File: src/inc/sqf_pkg.sv
// package for the serial quad flash interface block
package sqf_pkg;
  localparam logic [3:0] ADDR_CONTROL = 4'h0;
  localparam logic [3:0] ADDR_IRQ_STATUS = 4'h1;
  localparam logic [3:0] ADDR_IRQ_CLEAR = 4'h2;
  localparam logic [3:0] ADDR_IRQ_ENABLE = 4'h3;
  localparam logic [3:0] ADDR_TX_DATA = 4'h4;
  localparam logic [3:0] ADDR_RX_DATA = 4'h5;
  localparam logic [3:0] ADDR_THRESH = 4'h6;
  localparam logic [3:0] ADDR_MEM_STATUS = 4'h7;
  localparam logic [3:0] ADDR_DMA_EVENT = 4'h8;
  localparam int CTL_CHECK_BIT = 24;
  localparam int CTL_DDR_BIT = 23;
  localparam int CTL_RELEASE_BIT = 22;
  localparam int IRQ_DMA_ERR = 11;
  localparam int IRQ_PKT_DONE = 10;
  localparam int IRQ_DESC_DONE = 9;
  localparam int IRQ_CTRL_THR = 8;
  localparam int IRQ_CTRL_EMPTY = 7;
  localparam int IRQ_CTRL_FULL = 6;
  localparam int IRQ_RX_THR = 5;
  localparam int IRQ_RX_FULL = 4;
  localparam int IRQ_RX_EMPTY = 3;
  localparam int IRQ_TX_THR = 2;
  localparam int IRQ_TX_FULL = 1;
  localparam int IRQ_TX_EMPTY = 0;
  localparam logic [31:0] CONTROL_RESET = 32'h0000_0000;
  localparam logic [11:0] IRQ_STATUS_RESET = 12'h0ad;
  localparam logic [11:0] IRQ_ENABLE_RESET = 12'h000;
  localparam logic [3:0] BUF_DEPTH = 4'h8;
  localparam logic [7:0] MEM_STATUS_RESET = 8'h00;
  localparam logic [15:0] MEM_CHECK_CMD = 16'h0005;
  typedef enum logic [1:0] {SQF_LANE_ONE, SQF_LANE_TWO, SQF_LANE_FOUR, SQF_LANE_RSV}
    sqf_lane_type;
  typedef enum logic [1:0] {SQF_CMD_IDLE, SQF_CMD_TX, SQF_CMD_RX, SQF_CMD_RSV} sqf_cmd_type;
  typedef struct packed {
    logic [6:0] unused;
    logic status_check_en;
    logic double_rate_sel;
    logic cs_release_en;
    logic [1:0] target_device_sel;
    sqf_lane_type lane_width_sel;
    sqf_cmd_type command_start_mode;
    logic [15:0] transfer_byte_count;
  } sqf_control_type;
endpackage

File: src/rtl/sqf_top.sv
// serial quad flash controller: registers, byte engine, flags
// Function
// - status check enable in receive mode runs a status poll using the memory status register
// - ddr select shifts on both link edges, else one edge
// - release enable drops chip select after the byte count completes
// - device select 00 picks flash 0, 01 flash 1, others reserved
// - lane select 00 one, 01 two, 10 four lanes, 11 reserved
// - transmit mode starts on transmit write or buffered transmit data
// - receive mode starts on receive read or receive buffer space
// - sixteen bit count gives bytes moved in the chosen direction
// - hardware sets flags; only writing one clears them
// - descriptor dma bus error sets its flag
// - packet completion sets the packet flag
// - descriptor processing done sets its flag
// - control buffer free space above threshold sets threshold flag
// - control buffer empty and full set their flags
// - receive free space above threshold sets receive threshold flag
// - receive buffer full and empty set their flags
// - receive threshold flag reads set from reset till first read
//
// Strobed register access and the register offsets are this design's own decisions.
`timescale 1ns/1ps
module sqf_top
(
  input wire logic clk,
  input wire logic rst,
  input wire logic [3:0] reg_addr,
  input wire logic [31:0] reg_wdata,
  input wire logic reg_write,
  input wire logic reg_read,
  output logic [31:0] reg_rdata,
  output logic irq,
  input wire logic link_clk,
  output logic [1:0] flash_cs_n,
  input wire logic [3:0] flash_dq_in,
  output logic [3:0] flash_dq_out,
  output logic [3:0] flash_dq_oe
);
  sqf_pkg::sqf_control_type control;
  logic [11:0] irq_status;
  logic [11:0] irq_enable;
  logic [7:0] tx_buf [8];
  logic [7:0] rx_buf [8];
  logic [3:0] tx_count;
  logic [3:0] rx_count;
  logic [2:0] tx_rd;
  logic [2:0] tx_wr;
  logic [2:0] rx_rd;
  logic [2:0] rx_wr;
  logic [3:0] rx_threshold;
  logic [3:0] ctrl_threshold;
  logic [7:0] mem_status;
  logic rx_seen_read;
  logic [2:0] link_sync;
  logic [7:0] shift;
  logic [3:0] bits_left;
  logic [15:0] bytes_left;
  logic busy;
  logic checking;
  logic cs_on;
  logic tx_kick;
  logic rx_kick;
  logic [11:0] events;
  logic [2:0] dma_event;
  logic [3:0] dq_in_s1;
  logic [3:0] dq_in_s2;

  function automatic logic [3:0] lane_bits(input sqf_pkg::sqf_lane_type l);
    unique case (l)
      sqf_pkg::SQF_LANE_ONE: lane_bits = 4'h1;
      sqf_pkg::SQF_LANE_TWO: lane_bits = 4'h2;
      sqf_pkg::SQF_LANE_FOUR: lane_bits = 4'h4;
      default: lane_bits = 4'h0;
    endcase
  endfunction

  wire is_write = reg_write;
  wire is_read = reg_read;
  wire wr_ctl = is_write && reg_addr == sqf_pkg::ADDR_CONTROL;
  wire wr_clr = is_write && reg_addr == sqf_pkg::ADDR_IRQ_CLEAR;
  wire wr_en = is_write && reg_addr == sqf_pkg::ADDR_IRQ_ENABLE;
  wire wr_tx = is_write && reg_addr == sqf_pkg::ADDR_TX_DATA;
  wire wr_thr = is_write && reg_addr == sqf_pkg::ADDR_THRESH;
  wire wr_mem = is_write && reg_addr == sqf_pkg::ADDR_MEM_STATUS;
  wire wr_dma = is_write && reg_addr == sqf_pkg::ADDR_DMA_EVENT;
  wire rd_rx = is_read && reg_addr == sqf_pkg::ADDR_RX_DATA;
  wire [3:0] step = lane_bits(control.lane_width_sel);
  // reserved device, lane or command codes never start anything
  wire codes_ok = !control.target_device_sel[1] && step != 4'h0 &&
    control.command_start_mode != sqf_pkg::SQF_CMD_RSV;
  wire link_rise = link_sync[1] && !link_sync[2];
  wire link_fall = !link_sync[1] && link_sync[2];
  // ddr uses both edges of the link clock
  wire link_tick = link_rise || (control.double_rate_sel && link_fall);
  wire tx_mode = control.command_start_mode == sqf_pkg::SQF_CMD_TX;
  wire rx_mode = control.command_start_mode == sqf_pkg::SQF_CMD_RX;
  wire start_tx = codes_ok && tx_mode && (tx_kick || tx_count != 4'h0);
  wire start_rx = codes_ok && rx_mode && (rx_kick || rx_count != sqf_pkg::BUF_DEPTH);
  wire start_ok = !busy && control.transfer_byte_count != 16'h0000 && (start_tx || start_rx);
  wire byte_end = busy && link_tick && bits_left <= step;
  wire last_byte = byte_end && bytes_left == 16'h0001;
  wire need_tx_byte = busy && tx_mode && bits_left == 4'h0 && tx_count != 4'h0;
  wire push_rx = byte_end && rx_mode && rx_count != sqf_pkg::BUF_DEPTH;
  wire [7:0] rx_byte = (step == 4'h1) ? {shift[6:0], dq_in_s2[1]} :
    (step == 4'h2) ? {shift[5:0], dq_in_s2[1:0]} : {shift[3:0], dq_in_s2};
  wire push_tx = wr_tx && tx_count != sqf_pkg::BUF_DEPTH;
  wire pop_rx = rd_rx && rx_count != 4'h0;
  wire [3:0] tx_free = sqf_pkg::BUF_DEPTH - tx_count;
  wire [3:0] rx_free = sqf_pkg::BUF_DEPTH - rx_count;
  // command queue is the transmit queue; it shares its occupancy
  wire [3:0] ctrl_free = tx_free;

  assign events[sqf_pkg::IRQ_DMA_ERR] = dma_event[0];
  assign events[sqf_pkg::IRQ_PKT_DONE] = dma_event[1] || last_byte;
  assign events[sqf_pkg::IRQ_DESC_DONE] = dma_event[2];
  assign events[sqf_pkg::IRQ_CTRL_THR] = ctrl_free > ctrl_threshold;
  assign events[sqf_pkg::IRQ_CTRL_EMPTY] = tx_count == 4'h0;
  assign events[sqf_pkg::IRQ_CTRL_FULL] = tx_count == sqf_pkg::BUF_DEPTH;
  // threshold stays hot from reset until the first receive read
  assign events[sqf_pkg::IRQ_RX_THR] = !rx_seen_read || rx_free > rx_threshold;
  assign events[sqf_pkg::IRQ_RX_FULL] = rx_count == sqf_pkg::BUF_DEPTH;
  assign events[sqf_pkg::IRQ_RX_EMPTY] = rx_count == 4'h0;
  assign events[sqf_pkg::IRQ_TX_THR] = tx_free > rx_threshold;
  assign events[sqf_pkg::IRQ_TX_FULL] = tx_count == sqf_pkg::BUF_DEPTH;
  assign events[sqf_pkg::IRQ_TX_EMPTY] = tx_count == 4'h0;

  wire [11:0] next_irq_status = (irq_status & ~(wr_clr ? reg_wdata[11:0] : 12'h000)) |
    events;
  wire [31:0] read_mux =
    (reg_addr == sqf_pkg::ADDR_CONTROL) ? control :
    (reg_addr == sqf_pkg::ADDR_IRQ_STATUS) ? {20'h00000, irq_status} :
    (reg_addr == sqf_pkg::ADDR_IRQ_ENABLE) ? {20'h00000, irq_enable} :
    (reg_addr == sqf_pkg::ADDR_RX_DATA) ? {24'h000000, rx_buf[rx_rd]} :
    (reg_addr == sqf_pkg::ADDR_THRESH) ? {24'h000000, ctrl_threshold, rx_threshold} :
    (reg_addr == sqf_pkg::ADDR_MEM_STATUS) ?
      {15'h0000, busy, checking, cs_on, 6'h00, mem_status} : 32'h0000_0000;

  always_ff @(posedge clk or posedge rst)
  begin
    if (rst)
    begin
      control <= sqf_pkg::CONTROL_RESET;
      irq_enable <= sqf_pkg::IRQ_ENABLE_RESET;
      rx_threshold <= 4'h0;
      ctrl_threshold <= 4'h0;
      mem_status <= sqf_pkg::MEM_STATUS_RESET;
      dma_event <= 3'h0;
    end
    else
    begin
      if (wr_ctl)
        control <= {7'h00, reg_wdata[24:0]};
      if (wr_en)
        irq_enable <= reg_wdata[11:0];
      if (wr_thr)
        {ctrl_threshold, rx_threshold} <= reg_wdata[7:0];
      if (wr_mem)
        mem_status <= reg_wdata[7:0];
      else if (checking && push_rx)
        mem_status <= rx_byte;
      // dma engine lives outside; its events arrive as a write here
      dma_event <= wr_dma ? reg_wdata[2:0] : 3'h0;
    end
  end

  always_ff @(posedge clk or posedge rst)
  begin
    if (rst)
    begin
      irq_status <= sqf_pkg::IRQ_STATUS_RESET;
      irq <= 1'b0;
      reg_rdata <= 32'h0000_0000;
      rx_seen_read <= 1'b0;
      tx_kick <= 1'b0;
      rx_kick <= 1'b0;
    end
    else
    begin
      irq_status <= next_irq_status;
      irq <= |(next_irq_status & irq_enable);
      reg_rdata <= is_read ? read_mux : 32'h0000_0000;
      if (rd_rx)
        rx_seen_read <= 1'b1;
      tx_kick <= wr_tx ? 1'b1 : (start_ok ? 1'b0 : tx_kick);
      rx_kick <= rd_rx ? 1'b1 : (start_ok ? 1'b0 : rx_kick);
    end
  end

  always_ff @(posedge clk or posedge rst)
  begin
    if (rst)
    begin
      link_sync <= 3'h0;
      dq_in_s1 <= 4'h0;
      dq_in_s2 <= 4'h0;
    end
    else
    begin
      link_sync <= {link_sync[1:0], link_clk};
      dq_in_s1 <= flash_dq_in;
      dq_in_s2 <= dq_in_s1;
    end
  end

  // eight-entry queues; counts give honest full and empty
  always_ff @(posedge clk or posedge rst)
  begin
    if (rst)
    begin
      tx_count <= 4'h0;
      rx_count <= 4'h0;
      tx_rd <= 3'h0;
      tx_wr <= 3'h0;
      rx_rd <= 3'h0;
      rx_wr <= 3'h0;
    end
    else
    begin
      if (push_tx)
      begin
        tx_wr <= tx_wr + 3'h1;
      end
      if (need_tx_byte)
        tx_rd <= tx_rd + 3'h1;
      tx_count <= tx_count + {3'h0, push_tx} - {3'h0, need_tx_byte};
      if (push_rx && !checking)
      begin
        rx_wr <= rx_wr + 3'h1;
      end
      if (pop_rx)
        rx_rd <= rx_rd + 3'h1;
      rx_count <= rx_count + {3'h0, push_rx && !checking} - {3'h0, pop_rx};
    end
  end

  // queue storage has no reset so it can map onto plain memory
  always_ff @(posedge clk)
  begin
    if (push_tx)
      tx_buf[tx_wr] <= reg_wdata[7:0];
    if (push_rx && !checking)
      rx_buf[rx_wr] <= rx_byte;
  end

  // transfer engine; transmit waits for data rather than sending stale bits
  always_ff @(posedge clk or posedge rst)
  begin
    if (rst)
    begin
      busy <= 1'b0;
      checking <= 1'b0;
      cs_on <= 1'b0;
      shift <= 8'h00;
      bits_left <= 4'h0;
      bytes_left <= 16'h0000;
    end
    else if (start_ok)
    begin
      busy <= 1'b1;
      cs_on <= 1'b1;
      checking <= control.status_check_en && rx_mode;
      bytes_left <= control.transfer_byte_count;
      bits_left <= rx_mode ? 4'h8 : 4'h0;
    end
    else if (need_tx_byte)
    begin
      shift <= tx_buf[tx_rd];
      bits_left <= 4'h8;
    end
    else if (busy && link_tick && bits_left != 4'h0)
    begin
      shift <= rx_mode ? rx_byte : shift << step;
      bits_left <= byte_end ? (rx_mode ? 4'h8 : 4'h0) : bits_left - step;
      if (byte_end)
        bytes_left <= bytes_left - 16'h0001;
      if (last_byte)
      begin
        busy <= 1'b0;
        checking <= 1'b0;
        cs_on <= !control.cs_release_en;
      end
    end
    else if (!busy && wr_ctl && reg_wdata[sqf_pkg::CTL_RELEASE_BIT])
      cs_on <= 1'b0;
  end

  // chip select goes to the chosen flash only
  assign flash_cs_n = {!(cs_on && control.target_device_sel == 2'b01),
    !(cs_on && control.target_device_sel == 2'b00)};
  wire driving = busy && tx_mode && bits_left != 4'h0;
  assign flash_dq_oe = driving ? ((step == 4'h1) ? 4'h1 :
    (step == 4'h2) ? 4'h3 : 4'hf) : 4'h0;
  assign flash_dq_out = (step == 4'h1) ? {3'h0, shift[7]} :
    (step == 4'h2) ? {2'h0, shift[7:6]} : shift[7:4];
endmodule

File: config.mk
export PLATFORM = sky130hd
export DESIGN_NAME = sqf_top
export DESIGN_NICKNAME = d
export VERILOG_FILES = /design/src/inc/sqf_pkg.sv /design/src/rtl/sqf_top.sv
export SDC_FILE = /design/constraint.sdc
export NUM_CORES = 1
export LEC_CHECK = 0
export BUFFER_PORTS_ARGS = -buffer_cell sky130_fd_sc_hd__buf_4
export CORE_ASPECT_RATIO = 1.2
export CORE_UTILIZATION = 55
export DETAILED_ROUTE_END_ITERATION = 16
export HOLD_SLACK_MARGIN = 0.15
export PLACE_DENSITY = 0.79
export SKIP_LAST_GASP = 1
export SYNTH_ARGS = -nofsm -noshare
export SYNTH_HDL_FRONTEND = slang
export SYNTH_SLANG_ARGS = --single-unit
export TNS_END_PERCENT = 5
File: constraint.sdc
create_clock -name clk -period 4.6 [get_ports clk]
set_clock_uncertainty 0.2 [all_clocks]
set_input_delay 0.46 -clock clk [delete_from_list [all_inputs] [get_ports clk]]
set_output_delay 0.46 -clock clk [all_outputs]
set_load 0.02 [all_outputs]
==> key figures <==
Worst hold path
  – Hold depth: 0
  – Worst min path class: reg -> reg

Timing
  – Final hold violation count: 0
  – Fmax achieved: 255 MHz
  – RSZ-0062 raised after global routing: no
  – Setup Viol. Count Final: 0
  – Final Slew Violations: 0
  – Setup_tns: 0 ns
  – Minimum clock period: roughly 3.9 ns
  – Slew HR: 0.126
  – Fin crit share: 0.853
  – Slew @ Worst Pin: 1.30 ns

Finish
  – Antenna Cells: 0
  – Design Area, Final: 15500 um2
  – Layout Nets: 1188
  – Multi-input gate area: 5090 um2
  – # fillers: 1778
  – Sequential Area: 7830 um2
  – Fraction of layout instances using a drive strength above 1: 0.234
  – Synth-to-Final Area Change: 16.2%

Detailed routing
  – Via/cell ratio: approximately 6
  – Antenna viol nets, final: 0
  – Detailed Route Iter0 Violations: 676
  – DRT Pass-1 Iters: 7
  – Routed WL: 30.8 mm
  – Routed via count: 8655
  – Per-cell routed wire length: 21.3 um
  – Detailed-route DRC error count: 0

Logic synthesis
  – Fraction of registers with async set/reset: 0.554
  – EDFF count, synth: 128
  – Syn_area_per_cell: 13.4 um2
  – YS warnings: 0
  – Post-synthesis mux area share: 0.134
  – Synthesized instance count: 997
  – Synth Cell Area: between 10000 and 15000 um2
  – Combinational family with the most area after synthesis: multiplexers
  – Post-synthesis compound-gate area fraction: 0.0868
  – Synth Area in Adders: 0.0391
  – Yosys reg bits: around 290
  – Prevailing post-synth register cell: dfrtp_1
  – Yosys cell types: 73
  – XOR/XNOR share of the synthesized area: 0.0190
  – Post-Synth Simple-Gate Area: 0.0998
  – Sequential fraction of the synthesis area: 0.586

Clock tree
  – Resize count post-CTS: 0
  – H-tree depth: 1
  – Clk sinks: 287
  – Reg clk slew, reported paths: about 0.06 ns
  – CTS tree: built
  – Post-CTS setup repair buffer count: 0
  – CTS Buf Count: 28
  – Clock buffer depth: 3
  – Worst-skew pair later-pin latency: 0.55 ns
  – Clock root buffer master: clkbuf_16

Setup path
  – Worst path cell trace: buf_4 -> nand2b_1 -> fa_1 -> a211o_1 -> a22oi_2 -> nand4b_2 -> or2_1 -> nor2_1
  – CP Class: reg -> reg
  – Critical path capture point type: register
  – Critical Path AT: 3.90 ns
  – Slowest-stage cell, CP: nor2_1
  – Max Fanout on Critical Path: 24
  – Critical path launch point type: register
  – CP Data Required Time: 4.58 ns
  – Reg2Reg Depth: 8
  – Max incr delay on CP: between 0.5 and 0.6 ns

Global route
  – Vias in the first global route: 8602
  – Total gr overflow: 0
  – First-pass GRT wire length: 48.3 mm
  – All-layer global routing usage: 0.256
  – Initial antenna violation count: 0
  – Largest net degree at the start of global routing: approximately 70

Run status
  – Status: complete, no violations

Floorplan
  – Core ar.: 23900 um2
  – Initial Util: 0.559
  – Die width: around 140 um
  – Die area: around 25000 um2
  – # IOs: 88
  – Die Ht: roughly 170 um
  – Rows: 62

Placement
  – IO Port Bufs: 73
  – Dpl hpwl: 21.4 mm
  – RD Place Congestion: 0.889
  – Placed inst area: 14200 um2

Power
  – Worst IR Drop VDD: 0.376 mV
  – Lkg Pwr: approximately 0.0062 uW
  – Total power: 8770 uW
  – PwrDens: between 500 and 600 nW/um2

Run
  – Max-cap violations: 0
[Yosys cell counts, types with 4 or more instances]
master,number,share of area
ha_1,37,0.035
nand3_1,13,0.0049
a32o_1,4,0.0030
nand4_1,8,0.0037
nand2_1,52,0.015
nor2b_1,16,0.0075
nand2b_1,13,0.0061
a32oi_1,5,0.0033
a22oi_1,4,0.0022
a211o_1,4,0.0026
a2111oi_0,7,0.0046
mux4_2,34,0.057
a31oi_1,5,0.0023
mux2i_1,31,0.023
a221o_1,8,0.0060
nor4_1,8,0.0037
inv_1,40,0.011
o21ai_0,31,0.012
o21ai_1,10,0.0037
and3_1,7,0.0033
nor3_1,16,0.0060
nor2_1,40,0.011
nand3b_1,5,0.0028
a41oi_1,6,0.0039
a22o_1,11,0.0072
xnor2_1,17,0.011
and2_1,23,0.011
xor2_1,12,0.0079
buf_1,4,0.0011
o21a_1,4,0.0022
nor4_2,4,0.0037
dfstp_2,5,0.0098
buf_2,22,0.0082
a211oi_1,6,0.0034
dfrtp_1,154,0.29
buf_4,13,0.0073
mux2_2,64,0.054
clkbuf_1,23,0.0065
a21oi_1,50,0.019
edfxtp_1,128,0.29
[placed cells by master, fill, tap and decap left out, drive strengths merged, types with 8 or more instances in the layout]
cell type / instances
a221o: 8
nand4: 8
mux4: 34
clkbuf: 36
nor2: 41
mux2i: 31
clkinv: 12
edfxtp: 128
xor2: 12
a22o: 11
xnor2: 17
o21ai: 41
nand2b: 13
and2: 23
dlygate4sd3: 34
ha: 37
a21oi: 51
dfrtp: 154
nor2b: 16
inv: 39
mux2: 64
nand3: 13
nand2: 52
nor4: 13
buf: 98
nor3: 16
[layout make-up]
class / instances / area share
well taps: 320 / 0.0258
clock buffers: 36 / 0.0497
multi-input cells: 614 / 0.328
inverters: 40 / 0.00992
clock inverters: 16 / 0.0119
repair buffers: 132 / 0.0701
flip-flops and latches: 287 / 0.504
[where the power goes]
part	total (uW)	switching (uW)	internal, uW
clock network	2370	959	1410
logic	2670	1400	1260
registers	3740	566	3180
total	8770	2930	5840
[per-stage QoR]
stage          hold WS [ns]  instances  worst slack, ns   util
3_3_place_gp          0.136       1359            0.847  0.595
3_5_place_dp          0.137       1359            0.671  0.595
6_report              0.156       1445            0.676  0.650
4_1_cts               0.157       1445            0.661  0.650
5_1_grt               0.168       1445            0.458  0.650
2_1_floorplan         0.131       1003            0.613      -
[path summary, 6_finish.rpt]
check / slack (ns) / end / start
hold reg to reg: 0.16 / dq_in_s2[0] / dq_in_s1[0]
max in group asynchronous: 2.71 / control[18] / rst
min in group asynchronous: 0.44 / reg_rdata[20] / rst
hold / removal: 0.16 / dq_in_s2[0] / dq_in_s1[0]
setup / recovery: 0.68 / rx_buf[3][1] / control[18]
setup reg to reg: 0.68 / rx_buf[3][1] / control[18]
[flip-flops by register name, summed over array words and instances (netlist names), 4 cells and up]
register        flops
reg_rdata          25
dq_in_s2            4
mem_status          8
bytes_left         16
dq_in_s1            4
shift               8
irq_status         12
tx_buf             64
rx_count            4
rx_threshold        4
rx_buf             64
bits_left           4
irq_enable         12
tx_count            4
control            25
ctrl_threshold      4
[critical path, delay by kind of cell, from the launching register on]
kind,cells,cell delay [ns]
buffers and inverters,1,0.27
flip-flops,1,0.36
AO/OA/AOI/OAI,2,0.72
AND/OR/NAND/NOR,4,1.50
adder cells (fa/ha/maj),1,0.49
[per-layer routing]
metal / global-route usage / part of all wire / wire length, um / vias up
li1: - / - / - / 3908
met1: 0.341 / 0.41 / 12500 / 4349
met2: 0.432 / 0.50 / 15400 / 314
met3: 0.0271 / 0.053 / 1640 / 84
met4: 0.0996 / 0.038 / 1180 / 0
met5: 0 / 0 / 0 / -
[cells by family (layout without fill, tap and decap cells)]
family,Yosys count,in the layout
AO/OA/AOI/OAI,174,174
XOR/XNOR,29,29
adder cells (fa/ha/maj),40,40
buffers and inverters,102,224
flip-flops,287,287
multiplexers,129,129
other,1,7
AND/OR/NAND/NOR,235,235
[what timing repair did]
action	4_1_cts	5_1_grt
endpoints found under the setup margin	0	0
hold buffers	34	0
hold endpoints to repair	171	0
Note: power is estimated with default switching activity, not from simulation.
